## src/shared/pcc_pkg.sv

```systemverilog
// Purpose: Constants and types for the loop and pump control register slice
// Assumes: Byte-wide registers reached by an upstream serial port decoder
// Notes:   Addresses are the 10-bit register addresses of the serial port
package pcc_pkg;

  localparam int          ADDR_W            = 10;
  localparam logic [9:0]  ADDR_TAG_LOW      = 10'h005;
  localparam logic [9:0]  ADDR_TAG_HIGH     = 10'h006;
  localparam logic [9:0]  ADDR_LOOP_PUMP    = 10'h010;

  localparam logic [7:0]  RST_TAG_LOW       = 8'h00;
  localparam logic [7:0]  RST_TAG_HIGH      = 8'h00;
  // Positive polarity, 4.8 mA, normal pump, asynchronous power-down
  localparam logic [7:0]  RST_LOOP_PUMP     = 8'h7d;

  localparam int          POL_BIT           = 7;
  localparam int          CUR_LSB           = 4;
  localparam int          MODE_LSB          = 2;
  localparam int          PD_LSB            = 0;

  // Pump current in units of 0.6 mA is code plus one
  localparam logic [3:0]  CUR_UNIT_OFFSET   = 4'h1;

  typedef enum logic [1:0] {
    PCC_PUMP_HIGHZ  = 2'h0,
    PCC_PUMP_SOURCE = 2'h1,
    PCC_PUMP_SINK   = 2'h2,
    PCC_PUMP_NORMAL = 2'h3
  } pcc_pump_mode_t;

  typedef enum logic [1:0] {
    PCC_PD_RUN      = 2'h0,
    PCC_PD_ASYNC    = 2'h1,
    PCC_PD_UNUSED   = 2'h2,
    PCC_PD_SYNC     = 2'h3
  } pcc_power_down_t;

  // Register write and read request from the serial port
  typedef struct packed {
    logic              wr_en;
    logic              rd_en;
    logic [9:0]        addr;
    logic [7:0]        wdata;
  } pcc_req_t;

  // Decoded loop controls toward the analog loop
  typedef struct packed {
    logic              phase_detector_polarity;
    logic [2:0]        pump_current_select;
    pcc_pump_mode_t    pump_operating_mode;
    pcc_power_down_t   loop_power_down;
  } pcc_loop_ctrl_t;

endpackage : pcc_pkg

```

## src/verilog/pcc_loop_regs.sv

```systemverilog
// Purpose: Settings version tag and loop/pump control byte
// Assumes: Serial port decoder presents one-cycle write/read strobes
// Notes:   Soft reset reloads on-chip defaults like srst
`timescale 1ns/1ps
`default_nettype none

module pcc_loop_regs (
  // Clock and resets
  input  wire logic                      clk_sys,
  input  wire logic                      srst,
  input  wire logic                      soft_rst,
  // Register access
  input  wire pcc_pkg::pcc_req_t         req,
  output var  logic [7:0]                rdata,
  output var  logic                      rvalid,
  output var  logic                      hit,
  // Loop controls
  output var  pcc_pkg::pcc_loop_ctrl_t   loop_ctrl,
  output var  logic [3:0]                pump_current_units,
  output var  logic                      loop_running,
  // Version tag
  output var  logic [15:0]               settings_version_tag
);

  logic [7:0]  tag_low;
  logic [7:0]  tag_high;
  logic [7:0]  loop_pump;
  logic [7:0]  next_tag_low;
  logic [7:0]  next_tag_high;
  logic [7:0]  next_loop_pump;
  logic [7:0]  next_rdata;
  logic        next_rvalid;
  logic        next_hit;
  logic        sel_low;
  logic        sel_high;
  logic        sel_pump;

  assign sel_low  = req.addr == pcc_pkg::ADDR_TAG_LOW;
  assign sel_high = req.addr == pcc_pkg::ADDR_TAG_HIGH;
  assign sel_pump = req.addr == pcc_pkg::ADDR_LOOP_PUMP;

  // Register state
  always_comb begin
    next_tag_low   = tag_low;
    next_tag_high  = tag_high;
    next_loop_pump = loop_pump;
    if (srst || soft_rst) begin
      next_tag_low   = pcc_pkg::RST_TAG_LOW;
      next_tag_high  = pcc_pkg::RST_TAG_HIGH;
      next_loop_pump = pcc_pkg::RST_LOOP_PUMP;
    end else if (req.wr_en) begin
      if (sel_low) begin
        next_tag_low = req.wdata;
      end
      if (sel_high) begin
        next_tag_high = req.wdata;
      end
      // All codes stored, incl. unused 10 and negative polarity; host owns them
      if (sel_pump) begin
        next_loop_pump = req.wdata;
      end
    end
  end

  always_ff @(posedge clk_sys) begin
    tag_low   <= next_tag_low;
    tag_high  <= next_tag_high;
    loop_pump <= next_loop_pump;
  end

  // Readback, one cycle after the strobe; unmapped reads return zero
  always_comb begin
    next_rdata  = 8'h00;
    next_rvalid = 1'b0;
    next_hit    = 1'b0;
    if (!srst && req.rd_en) begin
      next_rvalid = 1'b1;
      next_hit    = sel_low || sel_high || sel_pump;
      if (sel_low) begin
        next_rdata = tag_low;
      end else if (sel_high) begin
        next_rdata = tag_high;
      end else if (sel_pump) begin
        next_rdata = loop_pump;
      end
    end
  end

  always_ff @(posedge clk_sys) begin
    rdata  <= next_rdata;
    rvalid <= next_rvalid;
    hit    <= next_hit;
  end

  // Decoded controls, registered so outputs come from flops
  pcc_pkg::pcc_loop_ctrl_t next_loop_ctrl;
  logic [3:0]              next_units;
  logic                    next_running;

  always_comb begin
    // Only loop_pump feeds these; the tag never reaches the loop
    next_loop_ctrl.phase_detector_polarity = next_loop_pump[pcc_pkg::POL_BIT];
    next_loop_ctrl.pump_current_select =
      next_loop_pump[pcc_pkg::CUR_LSB +: 3];
    next_loop_ctrl.pump_operating_mode =
      pcc_pkg::pcc_pump_mode_t'(next_loop_pump[pcc_pkg::MODE_LSB +: 2]);
    next_loop_ctrl.loop_power_down =
      pcc_pkg::pcc_power_down_t'(next_loop_pump[pcc_pkg::PD_LSB +: 2]);
    next_units = {1'b0, next_loop_pump[pcc_pkg::CUR_LSB +: 3]}
      + pcc_pkg::CUR_UNIT_OFFSET;
    next_running = next_loop_pump[pcc_pkg::PD_LSB +: 2] == 2'h0;
  end

  always_ff @(posedge clk_sys) begin
    loop_ctrl            <= next_loop_ctrl;
    pump_current_units   <= next_units;
    loop_running         <= next_running;
    settings_version_tag <= {next_tag_high, next_tag_low};
  end
endmodule : pcc_loop_regs

`default_nettype wire

```

## config.mk

```make
export PLATFORM = sky130hd
export DESIGN_NAME = pcc_loop_regs
export DESIGN_NICKNAME = d
export VERILOG_FILES = /design/src/shared/pcc_pkg.sv /design/src/verilog/pcc_loop_regs.sv
export SDC_FILE = /design/constraint.sdc
export NUM_CORES = 1
export LEC_CHECK = 0
export BUFFER_PORTS_ARGS = -buffer_cell sky130_fd_sc_hd__buf_2
export CORE_MARGIN = 2
export CORE_UTILIZATION = 40
export DETAILED_ROUTE_END_ITERATION = 7
export PLACE_DENSITY_LB_ADDON = 0.25
export SLEW_MARGIN = 10
export SYNTH_ARGS = -nofsm -noshare
export SYNTH_HDL_FRONTEND = slang
export SYNTH_SLANG_ARGS = --single-unit
```

## constraint.sdc

```tcl
create_clock -name clk_sys -period 3.1 [get_ports clk_sys]
set_clock_uncertainty 0.15 [all_clocks]
set_input_delay 0.62 -clock clk_sys [delete_from_list [all_inputs] [get_ports clk_sys]]
set_output_delay 0.62 -clock clk_sys [all_outputs]
set_load 0.1 [all_outputs]
```

[Word-level counts from Yosys, hierarchy flattened]
Index checks and enable logic that the tools add are counted.
Word-level totals
  output and inout bits: 39
  register bits after elaboration: 63
  input bits: 23
  logic and storage cells: 36
Cells by class
  $add $sub $neg: 1
  reductions and logical operators: 6
  equality and inequality tests: 3
  mux-type cells: 13
Operators by type and width (count)
  $mux W8: 12
  $eq A10 B3 Y1 const B: 2
  $eq A10 B5 Y1 const B: 1
  $add A3 B1 Y4 const B: 1
  $logic_or A1 B1 Y1: 3
  $logic_not A2 Y1: 1
  $logic_and A1 B1 Y1: 1
  $logic_not A1 Y1: 1
  $mux W1: 1

[Depth between registers and ports, before layout]
Gate-level depths: netlist of run 1.
  word-level depth: 5
  mapped depth: 7
  mapped depth without buffers: 5

[Worst setup path after synthesis of run 1]
No wires, ideal clock.
  path kind: input to register
  start: in req[11] in the netlist's numbering
  end: reg settings_version_tag[10]
  path slack: 1.039 ns
  arrival: 1.784 ns
  path buffers: 1
  required time: 2.822 ns
  setup time: 0.128 ns
  stages: 6
  cells stage by stage: nor4_4 > nand4_1 > nor3b_2 > buf_6 > mux2i_1 > nor2_1
Between the ends
  word-level cells in the longest chain between the ends: 4
Ends and longest elaborated chain
  start, declared: line pcc_loop_regs.sv:13  | input wire pcc_pkg::pcc_req_t req,
  $eq A10 B3 Y1: line pcc_loop_regs.sv:39  | assign sel_high = req.addr == pcc_pkg::ADDR_TAG_HIGH;
  $mux W8: line pcc_loop_regs.sv:55  | if (sel_high) begin
  $mux W8: line pcc_loop_regs.sv:51  | end else if (req.wr_en) begin
  $mux W8: line pcc_loop_regs.sv:47  | if (srst || soft_rst) begin
  end signal, assigned: line pcc_loop_regs.sv:118  | settings_version_tag <= {next_tag_high, next_tag_low};
  end, declared: line pcc_loop_regs.sv:22  | output var logic [15:0] settings_version_tag
No other way between the ends.
A chain may end at the register's enable or synchronous reset.

[Worst setup path after layout of run 1]
  start: in req[11] in the netlist's numbering
  end: reg settings_version_tag[5]
Between the ends
  word-level cells in the longest chain between the ends: 4
Ends and longest elaborated chain
  $eq A10 B3 Y1: line pcc_loop_regs.sv:38  | assign sel_low = req.addr == pcc_pkg::ADDR_TAG_LOW;
  $mux W8: line pcc_loop_regs.sv:52  | if (sel_low) begin
  $mux W8: line pcc_loop_regs.sv:51
  $mux W8: line pcc_loop_regs.sv:47
No other way between the ends.

==> flow_summary.json, run 1 <==
{
  "rr_worst_depth": 3,
  "port_buffers": 61,
  "numClockSinks": 39,
  "synth_area_leader_cell": "dfxtp_1",
  "cts_resized": 0,
  "path_class": "primary input to flip-flop",
  "cp-startpoint": "req[11]",
  "nets": 242,
  "synthDominantCellAreaShare_pct": 51.2,
  "insertion_delay_ns": 0.29,
  "setup_ws_ns": 0.995,
  "r2r_setup_slack_ns": 2.02,
  "synth.net_count": 179,
  "drt_iter0_markers": 62,
  "cp-start-kind": "primary input",
  "grt_max_degree": 22,
  "crit_required_ns": 3.17,
  "synth_edf_count": 0,
  "cts_tree": "done",
  "htreeDepth": 2,
  "fin_crit_sh_pct": 67.9,
  "finalSetupViolCount": 0,
  "antenna_left": 0,
  "ys_warn_count": 0,
  "synth.avg_cell_area_sq_um": 9.78,
  "post_cts_buffers": 0,
  "max_freq_mhz": 475,
  "whs_ns": 0.322,
  "worstPathMaxFanout": 8,
  "drc": 0,
  "arrival_ns": 2.18,
  "powerDensity_nw_per_um2": 496,
  "drt_first_pass_iters": 4,
  "max-slew-margin-rel_pct": 51.2,
  "start_util_pct": 41.7,
  "drive_above_1_share_pct": 35.5,
  "grt_usage_pct": 17.3,
  "final_max_slew_viol_count": 0,
  "placed_area_sq_um": 1880,
  "ir_drop_mv": 0.267,
  "synthArstFlopShare_pct": 0,
  "status": "finished, final reports clean",
  "reg2reg_from": "settings_version_tag[15]",
  "yosysMostFrequentCell": "dfxtp_1",
  "die_h_um": 65.8,
  "tns_ns": 0,
  "grt_pass1_vias": 1140,
  "ios": 62,
  "core_sq_um": 3660,
  "ys_types": 27,
  "grt_antenna_before_repair": 0,
  "grt_first_pass_wirelength_um": 5560,
  "ys_seq_elements": 39,
  "hold_class": "flip-flop to flip-flop",
  "layout.cells.non_filler": 268,
  "rows": 22,
  "wire_per_inst_um": 13.2,
  "end_kind": "flip-flop",
  "period_needed_ns": 2.11,
  "routabilityCongestion": 0.749,
  "vias": 1307,
  "drv_cap": 0,
  "via_per_inst": 4.88,
  "syn_area_sq_um": 1530,
  "syn2layout_area_growth_pct": 30.7,
  "clockRootBuffer": "clkbuf_8",
  "die_area_sq_um": 4320,
  "ys.flop_type": "dfxtp_1",
  "p_leak_nw": 0.884,
  "place_ws_ns": 0.680,
  "route.final.wire_length_um": 3530,
  "gr-total-overflow": 0,
  "cts_buffer_depth": 2,
  "final_area_sq_um": 1990,
  "seq_area_frac_synth_pct": 51.2,
  "cts_inserted_buffers": 5,
  "hold_viol": 0,
  "holdBufCountCts": 0,
  "antenna_cells": 0,
  "dpl.cell_count": 260,
  "rsz0062_at_grt": "false",
  "tightest_slew_ns": 0.731,
  "synth.area.top_cells": "dfxtp_1, mux2i_1, nor2_1",
  "syn-instance-count": 156,
  "r2r_end": "rdata[7]",
  "cts.reportedPaths.clkPinSlew_ns": 0.07,
  "dpl.hpwl_um": 2590,
  "synthTopCellsByCount": "dfxtp_1, nor2_1, nand2_1, mux2i_1, a21oi_1",
  "cp-endpoint": "settings_version_tag[5]",
  "die_w_um": 65.8
}
## critical path: stages
cell,delay [ns]
buf_2,0.11
nor4_4,0.42
nand4_1,0.23
nor2b_1,0.52
nand2_1,0.11
a21oi_1,0.15
## kinds of logic after synthesis
logic type	Yosys count	synth area share, %
xor+xnor	2	1.15
buf+inv	10	3.20
compound gates	31	14.6
flops	39	51.2
mux	14	9.19
simple gates	60	20.7
## worst min-delay path by stage
stage | startpoint | endpoint | cells past startpoint
after CTS | settings_version_tag[3] | settings_version_tag[3] | 2
after floorplan | srst | rvalid | 1
after global placement | settings_version_tag[3] | settings_version_tag[3] | 2
after detailed placement | settings_version_tag[3] | settings_version_tag[3] | 2
final | settings_version_tag[3] | settings_version_tag[3] | 2
after global routing | settings_version_tag[1] | settings_version_tag[1] | 2
## cell usage in the layout (no fill, tap or decap), types with 2 or more instances in the layout
cell type	count
buf_2	61
dfxtp_1	39
nor2_1	24
nand2_1	21
mux2i_1	14
a21oi_1	10
a22o_1	8
a22oi_1	8
clkbuf_8	6
nor2b_1	5
buf_4	4
a41o_1	2
a21o_1	2
## final cells by class
cell class              count  area [sq um]
fillers                   353          1670
repair buffers             65           335
clock inverters             2          35.0
multi-input cells         107           696
clock buffers               6          82.6
well taps                  48          60.1
inverters                   1          3.75
flip-flops and latches     39           781
## power breakdown
group          total (mW)  switching [mW]  internal [mW]
Clock               0.430           0.170          0.260
Combinational      0.0568          0.0358         0.0209
Sequential          0.502        0.000180          0.501
## per-stage QoR
stage | util (%) | total power, mW
after detailed placement | 51.2 | 0.570
after floorplan | - | 0.541
after global routing | 54.4 | 1.02
after global placement | 51.2 | 0.570
after CTS | 54.4 | 0.998
final | 54.4 | 0.988
## sequential cells by signal, summed over array words and instances, names as in the netlist
| name | count |
|---|---|
| loop_pump | 3 |
| rdata | 8 |
| rvalid | 1 |
| loop_ctrl | 5 |
| settings_version_tag | 16 |
| loop_running | 1 |
| hit | 1 |
| pump_current_units | 4 |
## layer usage
layer / routed length, um / part of all wire, % / GRT usage [%]
met1: 1660 / 47 / 24.1
met2: 1560 / 44 / 24.9
met3: 246 / 7.0 / 5.14
met4: 55 / 1.6 / 6.51
met5: 0 / 0 / 0
(Power assumes the default switching activity.)
==> run 2, diff against run 1 <==
--- a/config.mk
+++ b/config.mk
@@ -5,6 +5,7 @@
 export SDC_FILE = /design/constraint.sdc
 export NUM_CORES = 1
 export LEC_CHECK = 0
+export ABC_AREA = 1
 export BUFFER_PORTS_ARGS = -buffer_cell sky130_fd_sc_hd__buf_2
 export CORE_MARGIN = 2
 export CORE_UTILIZATION = 40
==> constraint.sdc (replaced) <==
create_clock -name clk_sys -period 1.7 [get_ports clk_sys]
set_clock_uncertainty 0.15 [all_clocks]
set_input_delay 0.34 -clock clk_sys [delete_from_list [all_inputs] [get_ports clk_sys]]
set_output_delay 0.34 -clock clk_sys [all_outputs]
set_load 0.1 [all_outputs]
==> run 2 against run 1 <==
- count of clock-buffer cells in the layout increased by 1
- clock power is 39% higher
- power rose by 64%
- via count increased by 20%
- cell area increased by 8.2%
- register-to-register slack got worse by 1.3 ns
- die area rose by 7.9%
- largest power group unchanged
- highest routed layer unchanged
==> flow_summary.json, run 2 <==
{
  "synth.area.top_cells": "dfxtp_1, nand2_1, nand3_1",
  "final_max_slew_viol_count": 0,
  "drc": 0,
  "grt_usage_pct": 19.1,
  "crit_path_max_incr_delay_ns": 0.45,
  "tightest_slew_ns": 0.492,
  "die_w_um": 68.3,
  "via_per_inst": 4.68,
  "max_freq_mhz": 623,
  "ys_warn_count": 0,
  "clockRootBuffer": "clkbuf_8",
  "period_needed_ns": 1.60,
  "worstPathMaxFanout": 3,
  "ys.flop_type": "dfxtp_1",
  "status": "finished, final reports clean",
  "largest_register": "settings_version_tag",
  "numClockSinks": 39,
  "largest_reg_flops": 16,
  "syn2layout_area_growth_pct": 30.4,
  "syn-instance-count": 210,
  "final_common_cell": "buf_2",
  "syn_area_sq_um": 1650,
  "htreeDepth": 2,
  "tns_ns": 0,
  "crit_chain": "buf_2",
  "die_area_sq_um": 4670,
  "end_kind": "output port",
  "synth_edf_count": 0,
  "setup_ws_ns": 0.0956,
  "wire_per_inst_um": 11.6,
  "finalSetupViolCount": 0,
  "synth_area_leader_cell": "dfxtp_1",
  "crit_required_ns": 1.21,
  "ys_types": 29,
  "drt_first_pass_iters": 4,
  "cts_resized": 0,
  "nets": 306,
  "hold_viol": 0,
  "start_util_pct": 41.4,
  "ys_seq_elements": 39,
  "reg_top3": "settings_version_tag x16, rdata x8, loop_ctrl x5",
  "route.final.wire_length_um": 3880,
  "synthTopCellsByCount": "dfxtp_1, nand2_1, inv_1, nand3_1",
  "cts_tree": "done",
  "final_area_sq_um": 2160,
  "synth.net_count": 233,
  "p_leak_nw": 1.10,
  "arrival_ns": 1.11,
  "r2r_setup_slack_ns": 0.70,
  "cts.reportedPaths.clkPinSlew_ns": 0.07,
  "dpl.cell_count": 326,
  "antenna_left": 0,
  "drive_above_1_share_pct": 36.3,
  "synthArstFlopShare_pct": 0,
  "die_h_um": 68.3,
  "grt_max_degree": 17,
  "layout.cells.non_filler": 334,
  "gr-total-overflow": 0,
  "rsz0062_at_grt": "false",
  "yosysMostFrequentCell": "dfxtp_1",
  "insertion_delay_ns": 0.29,
  "cp-start-kind": "flip-flop",
  "crit_family": "buffers and inverters",
  "synthDominantCellAreaShare_pct": 47.2,
  "cts_buffer_depth": 2,
  "dpl.hpwl_um": 2960,
  "antenna_cells": 0,
  "path_buf_inv": 1,
  "ir_drop_mv": 0.465,
  "powerDensity_nw_per_um2": 751,
  "grt_antenna_before_repair": 0,
  "synth.avg_cell_area_sq_um": 7.88,
  "final_core_util_pct": 53.9,
  "slowest_stage": "buf_2",
  "place_ws_ns": 0.0321,
  "core_sq_um": 4000,
  "seq_area_frac_synth_pct": 47.2,
  "post_cts_buffers": 0,
  "cts_inserted_buffers": 5,
  "routabilityCongestion": 0.781,
  "port_buffers": 61,
  "ios": 62,
  "grt_first_pass_wirelength_um": 6470,
  "drv_cap": 0,
  "max-slew-margin-rel_pct": 67.5,
  "fin_crit_sh_pct": 94.4,
  "rows": 23,
  "layout_common_cells": "buf_2, dfxtp_1, nand2_1",
  "vias": 1564,
  "placed_area_sq_um": 2080,
  "path_class": "flip-flop to output port",
  "drt_iter0_markers": 79,
  "holdBufCountCts": 0,
  "grt_pass1_vias": 1392,
  "hold_class": "primary input to flip-flop"
}
## run 2: worst paths after layout
kind	start	cells after the start	end
worst min register to register	settings_version_tag[9]	2	settings_version_tag[9]
worst max register to register	loop_pump[6]	6	pump_current_units[2]
worst min-delay path	req[3]	3	settings_version_tag[3]
worst max-delay path	settings_version_tag[13]	1	settings_version_tag[13]
## run 2: area by class of cell
type | instances | area (sq um)
Inverter | 31 | 116
Tap cell | 50 | 62.6
Sequential cell | 39 | 781
Multi-Input combinational cell | 133 | 708
Clock inverter | 1 | 5.00
Fill cell | 420 | 1840
Clock buffer | 7 | 76.3
Timing Repair Buffer | 73 | 408
## run 2: metrics by stage
stage / hold slack (ns) / total power [mW]
detailed placement: 0.306 / 1.04
floorplan: 0.329 / 0.991
global route: 0.166 / 1.69
global placement: 0.297 / 1.04
finish: 0.165 / 1.62
CTS: 0.155 / 1.64
## run 2: power breakdown
group	internal (mW)	switching, mW
Clock	0.288	0.310
Sequential	0.914	0.000330
Combinational	0.0390	0.0693
## run 2: cell families (layout without fill, tap and decap cells)
logic type	count (synthesis)	in the layout	share of synthesized area [%]
buf+inv	38	112	9.98
flops	39	39	47.2
compound gates	36	36	12.5
simple gates	97	97	30.3
## run 2: routing by layer
metal	track usage [%]	vias up	routed length, um
met5	0	-	0
met4	8.75	0	71
met3	5.10	8	239
met2	30.0	48	1810
met1	24.4	681	1750
li1	-	827	-
